$ cat src/hdl/ctb_pkg.sv
// ****************************************************************
// Shared constants and types
// ****************************************************************
package ctb_pkg;

    localparam int          CTB_W         = 32;
    localparam int          CTB_SPR_W     = 10;

    // Special register numbers
    localparam logic [9:0]  SPR_DOWN_CNT  = 10'h016;
    localparam logic [9:0]  SPR_TBL_RD    = 10'h10C;
    localparam logic [9:0]  SPR_TBU_RD    = 10'h10D;
    localparam logic [9:0]  SPR_TBL_WR    = 10'h11C;
    localparam logic [9:0]  SPR_TBU_WR    = 10'h11D;
    localparam logic [9:0]  SPR_RELOAD    = 10'h200;
    localparam logic [9:0]  SPR_TCTRL     = 10'h201;
    localparam logic [9:0]  SPR_TSTAT     = 10'h202;
    localparam logic [9:0]  SPR_HWCFG     = 10'h203;

    // Field positions
    localparam int          TCTRL_ARE_BIT = 0;
    localparam int          TCTRL_DIE_BIT = 1;
    localparam int          TSTAT_DIS_BIT = 0;
    localparam int          HWCFG_EN_BIT  = 0;
    localparam int          HWCFG_SEL_LO  = 1;

    // Tick source selections
    localparam logic [1:0]  SRC_CLOCK     = 2'h0;
    localparam logic [1:0]  SRC_DIV_A     = 2'h1;
    localparam logic [1:0]  SRC_DIV_B     = 2'h2;
    localparam logic [1:0]  SRC_EXT       = 2'h3;
    localparam logic [4:0]  DIV_A_LAST    = 5'h03;
    localparam logic [4:0]  DIV_B_LAST    = 5'h1F;

    localparam logic [31:0] ONE_32        = 32'h0000_0001;
    localparam logic [31:0] ZERO_32       = 32'h0000_0000;
    localparam logic [31:0] ONES_32       = 32'hFFFF_FFFF;
    localparam logic [63:0] ONE_64        = 64'h0000_0000_0000_0001;
    localparam logic [4:0]  DIV_STEP      = 5'h01;

    typedef struct packed {
        logic        rd;
        logic        wr;
        logic        priv;
        logic [9:0]  num;
        logic [31:0] wdata;
    } ctb_spr_req_t;

    typedef struct packed {
        logic [31:0] time_base_upper_half;
        logic [31:0] time_base_lower_half;
        logic [31:0] dec;
        logic [31:0] down_counter_reload_value;
        logic        tick_en;
        logic [1:0]  tick_sel;
        logic        are;
        logic        down_counter_irq_enable;
        logic        dis;
        logic [4:0]  div_cnt;
        logic        ext_d;
        logic [31:0] rdata;
        logic        rvalid;
        logic        irq;
    } ctb_state_t;

endpackage

$ cat src/hdl/ctb_time_base.sv
// How it works
// - Upper and lower halves form 64-bit count
// - Enable bit gates time base and decrementer
// - One shared tick, rate from select field
// - Each tick adds one, unsigned
// - Lower all ones carries into upper half
// - Full wrap to zero, no indication
// - Reads never disturb counting
// - Privileged write replaces the half written
// - Counters undefined at power-on, kept on reset
// - Read values never decrease except wrap
// - Repeated reads may return equal values
// - Tick rate stays under software control
// - Down counter steps per tick, signals event
// - Auto-reload copies reload value at one-to-zero
// - Writing zero raises no event
// - Down counter and reload value are accessible
// - Event sets flag; irq needs both enables
// - Flag cleared only by writing one or by reset
`timescale 1ns/100ps
`default_nettype none

module ctb_time_base (
    // Clock and reset
    input  wire logic                  MCLK,
    input  wire logic                  RESET,
    // Special register moves
    input  wire ctb_pkg::ctb_spr_req_t SPR_REQ,
    output var  logic [31:0]           SPR_RDATA,
    output var  logic                  SPR_RVALID,
    // Tick source and interrupt
    input  wire logic                  TICK_IN,
    input  wire logic                  EXT_IRQ_EN,
    output var  logic                  DEC_IRQ
);
    import ctb_pkg::*;

    // ****************************************************************
    // State
    // ****************************************************************
    ctb_state_t  st_r;
    ctb_state_t  st_nxt;
    logic        tick;
    logic        src_hit;
    logic        dec_event;
    logic        wr_ok;
    logic [63:0] tb_sum;

    function automatic logic spr_hit(input ctb_spr_req_t req, input logic [9:0] num);
        spr_hit = req.num == num;
    endfunction

    function automatic logic src_ready(input logic [1:0] sel, input logic [4:0] cnt,
                                       input logic ext_now, input logic ext_d);
        logic hit;
        hit = 1'b0;
        unique case (sel)
            SRC_CLOCK: hit = 1'b1;
            SRC_DIV_A: hit = (cnt & DIV_A_LAST) == DIV_A_LAST;
            SRC_DIV_B: hit = cnt == DIV_B_LAST;
            SRC_EXT:   hit = ext_now & ~ext_d;
        endcase
        src_ready = hit;
    endfunction

    // ****************************************************************
    // Next state
    // ****************************************************************
    always_comb begin
        st_nxt     = st_r;
        wr_ok      = SPR_REQ.wr & SPR_REQ.priv;
        st_nxt.div_cnt = st_r.div_cnt + DIV_STEP;
        st_nxt.ext_d   = TICK_IN;
        src_hit    = src_ready(st_r.tick_sel, st_r.div_cnt, TICK_IN, st_r.ext_d);
        tick       = st_r.tick_en & src_hit;
        dec_event  = 1'b0;
        tb_sum     = {st_r.time_base_upper_half, st_r.time_base_lower_half} + ONE_64;
        if (tick) begin
            st_nxt.time_base_upper_half = tb_sum[63:32];
            st_nxt.time_base_lower_half = tb_sum[31:0];
            if (st_r.dec == ONE_32) begin
                dec_event  = 1'b1;
                st_nxt.dec = st_r.are ? st_r.down_counter_reload_value : ZERO_32;
            end else if (st_r.dec != ZERO_32) begin
                st_nxt.dec = st_r.dec - ONE_32;
            end
        end
        if (wr_ok) begin
            if (spr_hit(SPR_REQ, SPR_TBL_WR)) begin
                st_nxt.time_base_lower_half = SPR_REQ.wdata;
            end
            if (spr_hit(SPR_REQ, SPR_TBU_WR)) begin
                st_nxt.time_base_upper_half = SPR_REQ.wdata;
            end
            if (spr_hit(SPR_REQ, SPR_DOWN_CNT)) begin
                st_nxt.dec = SPR_REQ.wdata;
                dec_event  = 1'b0;
            end
            if (spr_hit(SPR_REQ, SPR_RELOAD)) begin
                st_nxt.down_counter_reload_value = SPR_REQ.wdata;
            end
            if (spr_hit(SPR_REQ, SPR_TCTRL)) begin
                st_nxt.are = SPR_REQ.wdata[TCTRL_ARE_BIT];
                st_nxt.down_counter_irq_enable = SPR_REQ.wdata[TCTRL_DIE_BIT];
            end
            if (spr_hit(SPR_REQ, SPR_HWCFG)) begin
                st_nxt.tick_en  = SPR_REQ.wdata[HWCFG_EN_BIT];
                st_nxt.tick_sel = SPR_REQ.wdata[HWCFG_SEL_LO +: 2];
            end
            if (spr_hit(SPR_REQ, SPR_TSTAT) && SPR_REQ.wdata[TSTAT_DIS_BIT]) begin
                st_nxt.dis = 1'b0;
            end
        end
        if (dec_event) begin
            st_nxt.dis = 1'b1;
        end
        // Read path samples current values; counting is untouched
        st_nxt.rvalid = SPR_REQ.rd;
        st_nxt.rdata  = ZERO_32;
        if (SPR_REQ.rd) begin
            unique case (SPR_REQ.num)
                SPR_TBL_RD:   st_nxt.rdata = st_r.time_base_lower_half;
                SPR_TBU_RD:   st_nxt.rdata = st_r.time_base_upper_half;
                SPR_DOWN_CNT: st_nxt.rdata = st_r.dec;
                SPR_RELOAD:   st_nxt.rdata = st_r.down_counter_reload_value;
                SPR_TCTRL: begin
                    st_nxt.rdata[TCTRL_ARE_BIT] = st_r.are;
                    st_nxt.rdata[TCTRL_DIE_BIT] = st_r.down_counter_irq_enable;
                end
                SPR_TSTAT:    st_nxt.rdata[TSTAT_DIS_BIT] = st_r.dis;
                SPR_HWCFG: begin
                    st_nxt.rdata[HWCFG_EN_BIT]         = st_r.tick_en;
                    st_nxt.rdata[HWCFG_SEL_LO +: 2]    = st_r.tick_sel;
                end
                default:      st_nxt.rdata = ZERO_32;
            endcase
        end
        st_nxt.irq = st_nxt.dis & st_nxt.down_counter_irq_enable & EXT_IRQ_EN;
        // Reset clears control, flag, divider, read and irq state; time base, down counter and reload keep their contents
        if (RESET) begin
            st_nxt.tick_en  = 1'b0;
            st_nxt.tick_sel = SRC_CLOCK;
            st_nxt.are      = 1'b0;
            st_nxt.down_counter_irq_enable      = 1'b0;
            st_nxt.dis      = 1'b0;
            st_nxt.div_cnt  = '0;
            st_nxt.ext_d    = 1'b0;
            st_nxt.rdata    = ZERO_32;
            st_nxt.rvalid   = 1'b0;
            st_nxt.irq      = 1'b0;
        end
    end

    always_ff @(posedge MCLK) begin
        st_r <= st_nxt;
    end

    assign SPR_RDATA  = st_r.rdata;
    assign SPR_RVALID = st_r.rvalid;
    assign DEC_IRQ    = st_r.irq;

    logic tb_wr;
    logic dec_wr;
    logic clr_wr;
    assign tb_wr  = wr_ok & (spr_hit(SPR_REQ, SPR_TBL_WR) | spr_hit(SPR_REQ, SPR_TBU_WR));
    assign dec_wr = wr_ok & spr_hit(SPR_REQ, SPR_DOWN_CNT);
    assign clr_wr = wr_ok & spr_hit(SPR_REQ, SPR_TSTAT) & SPR_REQ.wdata[TSTAT_DIS_BIT];

    // Halves hold no defined value until software has written them
    logic tbl_known_r;
    logic tbu_known_r;
    always_ff @(posedge MCLK) begin
        if (RESET) begin
            tbl_known_r <= 1'b0;
            tbu_known_r <= 1'b0;
        end else begin
            if (wr_ok && spr_hit(SPR_REQ, SPR_TBL_WR)) begin
                tbl_known_r <= 1'b1;
            end
            if (wr_ok && spr_hit(SPR_REQ, SPR_TBU_WR)) begin
                tbu_known_r <= 1'b1;
            end
        end
    end
endmodule

`default_nettype wire

$ cat config.mk
export PLATFORM = sky130hd
export DESIGN_NAME = ctb_time_base
export DESIGN_NICKNAME = d
export VERILOG_FILES = /design/src/hdl/ctb_pkg.sv /design/src/hdl/ctb_time_base.sv
export SDC_FILE = /design/constraint.sdc
export NUM_CORES = 1
export LEC_CHECK = 0
export BUFFER_PORTS_ARGS = -buffer_cell sky130_fd_sc_hd__buf_2
export CAP_MARGIN = 20
export CORE_MARGIN = 2
export CORE_UTILIZATION = 60
export DETAILED_ROUTE_END_ITERATION = 6
export GPL_ROUTABILITY_DRIVEN = 0
export PLACE_DENSITY = 0.8
export SETUP_SLACK_MARGIN = 0.05
export SYNTH_ARGS = -nofsm -noshare
export SYNTH_HDL_FRONTEND = slang
export SYNTH_SLANG_ARGS = --single-unit
$ cat constraint.sdc
create_clock -name MCLK -period 3.14 [get_ports MCLK]
set_input_delay 0 -clock MCLK [delete_from_list [all_inputs] [get_ports MCLK]]
set_output_delay 0 -clock MCLK [all_outputs]
set_load 0.005 [all_outputs]
==> flow_summary.toml <==
[routing]
remaining_drc_errors = 7
first_pass_iters = 7
wl_per_cell_um = 20.3
drtAntennaViolNets = 0
drtIter0Drc = 1226
vias = 8502
wirelength_um = 26600
via_per_inst = 6.50

[worst_setup_path]
cp_max_fo = 9
critPathLaunchType = "flop"
end_kind = "flop"
critPathRequiredTime_ns = 3.44
arrival_ns = 3.11
worstRegToRegCells = 9
setup.worst_path.class = "flop to flop"

[synthesis]
async_flop_share_pct = 0
synth_nets = 1083
synth_warnings = 0
syn_area_per_cell_sq_um = 8.82
yosys_most_used_dff = "dfxtp_1"
ys_types = 71
syn-instance-count = 1028
postSynthRegisterBits = 174
syn_area_sq_um = 9070
synth_edf_count = 32
yosysSeqAreaShare_pct = 42.0

[global_routing]
antenna_found_initial = 0
grt_max_degree = 65
grt_pass1_vias = 7797
grt_usage_pct = 33.2
grt_pass1_wl_um = 41900
grt_overflow_total = 0

[layout]
drive_gt1_share_pct = 18.6
post_layout_nonfiller_instances = 1308
final_nets = 1166
antennaDiodeCount = 0
synthToLayoutAreaGrowth_pct = 15.7

[placed_design]
port_buffers = 82
dp_hpwl_um = 18500
dp.cells = 1237

[timing]
setup_viol = 0
period_needed_ns = 2.81
hold_viol_final = 0
setup_tns_ns = 0
fin_crit_sh_pct = 89.5
max_freq_mhz = 356
grt_setup_unrepaired = "no"
final_max_slew_viol_count = 0
slew_headroom_pct = 44.1
skew_ns = 0.00937
max_slew.worst_pin.slew_ns = 0.838

[pwr]
irDropWorstVdd_mv = 0.387
p_leak_nw = 3.73
pwr_density_cell_nw_per_um2 = 439

[clocking]
cts_buffer_depth = 2
clkLatencyLatePin_ns = 0.45
post_cts_buffers = 0
cts_sinks = 174
cts_buffers = 17
clock-root-buffer = "clkbuf_16"
htreeDepth = 4
cts_tree = "built"
clk_pin_slew_ns = 0.07

[worst_hold_path]
hp-class = "input port to flop"
hold_depth = 4

[floorplanning]
start_util_pct = 61.9
die_height_um = 127
die_w_um = 127
pin_count = 83
rows = 44
coreArea_sq_um = 14600
dieArea_sq_um = 16100

[run_status]
outcome = "finished, violations left"
violations = "DRC"

[flow_run]
drv_cap = 0
==> repair_timing <==
action,CTS,global route
endpoints found under the setup margin,0,0
gates resized for setup,0,0
hold buffers,39,0
hold endpoints to repair,140,0
==> through the flow <==
step | hold slack (ns) | util [%] | setup slack, ns | instance area, sq um | total power [mW]
after global placement | 0.232 | 64.9 | 0.501 | 9510 | 2.51
after detailed placement | 0.240 | 65.0 | 0.410 | 9510 | 2.51
after floorplan | 0.0716 | - | 0.633 | 9070 | 2.43
after global routing | 0.117 | 71.6 | 0.162 | 10500 | 4.72
after CTS | 0.0604 | 71.6 | 0.342 | 10500 | 4.61
final | 0.0654 | 71.6 | 0.328 | 10500 | 4.60
==> Yosys cell counts (all sizes together), types with 4 or more instances <==
library cell	count	share of area, %
a2111oi	4	0.39
a21oi	55	3.1
a221o	5	0.55
a222oi	32	3.5
a22o	11	1.1
a22oi	10	0.83
a31oi	8	0.55
and2	4	0.28
and3	11	0.76
and4	6	0.58
buf	47	3.6
clkbuf	47	1.9
dfxtp	142	31
edfxtp	32	11
ha	6	0.83
inv	20	0.83
mux2	30	3.7
mux2i	9	0.99
nand2	102	4.3
nand3	39	2.2
nand4	26	1.9
nor2	114	4.7
nor2b	4	0.28
nor3	44	2.9
nor3b	5	0.47
nor4	26	2.2
o211ai	4	0.33
o21ai	55	3.0
o22ai	5	0.35
o31ai	7	0.73
or3	8	0.61
or4	5	0.46
xnor2	65	6.3
xor2	8	0.77
==> path summary, 6_finish.rpt <==
kind	endpoint	slack, ns	from
max	st_r[142]	0.33	st_r[35]
min	st_r[137]	0.07	SPR_REQ[36]
max reg2reg	st_r[142]	0.33	st_r[35]
min reg2reg	st_r[35]	0.46	st_r[35]
==> worst max-delay path, cell delays in order, from the launching register on <==
cell and delay (ns):
dfxtp_1 0.36, ha_1 0.24, and3_1 0.19, ha_1 0.20, nand2b_4 0.07, a311o_1 0.47
or3_1 0.59, nor3_1 0.31, xnor2_1 0.16, a21oi_1 0.08
==> final cells by class <==
type                            instances  area, sq um
Multi-Input combinational cell        740         4720
Fill cell                            1096         4160
Sequential cell                       174         3800
Timing Repair Buffer                  158         1080
Clock buffer                           19          443
Tap cell                              184          230
Clock inverter                         13          141
Inverter                               20         75.1
==> metal layers <==
| metal | track usage (%) | share of wire (%) | up-vias |
|---|---|---|---|
| li1 | - | - | 3919 |
| met5 | 0 | 0 | - |
| met1 | 45.1 | 40 | 3952 |
| met2 | 50.8 | 45 | 559 |
| met3 | 7.51 | 11 | 72 |
| met4 | 15.1 | 3.6 | 0 |
==> sequential cells by signal (all words and copies together) (netlist names) <==
name and flops:
DEC_IRQ 1, SPR_RVALID 1, st_r 140, SPR_RDATA 32
==> cells in the final DEF (no fill, tap or decap), types with 17 or more instances in the layout <==
master | netlist | routed
edfxtp_1 | 32 | 32
o21ai_0 | 44 | 44
nor3_1 | 36 | 36
mux2_2 | 30 | 30
nand2_1 | 101 | 101
buf_2 | 10 | 82
dfxtp_1 | 142 | 142
nand4_1 | 25 | 25
xnor2_1 | 65 | 65
nor4_1 | 21 | 21
buf_4 | 34 | 37
a222oi_1 | 32 | 32
a21oi_1 | 54 | 54
inv_1 | 20 | 20
nor2_1 | 113 | 113
dlygate4sd3_1 | 0 | 39
nand3_1 | 39 | 39
clkbuf_16 | 0 | 17
==> cells by family after synthesis <==
logic type / synth area share, %
muxes: 4.72
adders and majority gates: 0.828
DFF: 42.0
and+or+nand+nor: 22.7
buffers and inverters: 6.35
AOI/OAI and AO/OA: 16.4
xor gates and xnor gates: 7.05
==> power by group <==
| group | internal [mW] | leakage [nW] | switching [mW] |
|---|---|---|---|
| clock network | 1.19 | 0.279 | 0.907 |
| registers | 2.29 | 1.43 | 0.0226 |
| logic | 0.0954 | 2.01 | 0.0972 |
| total | 3.58 | 3.73 | 1.03 |
No activity file was read; power rests on OpenSTA's default activity.
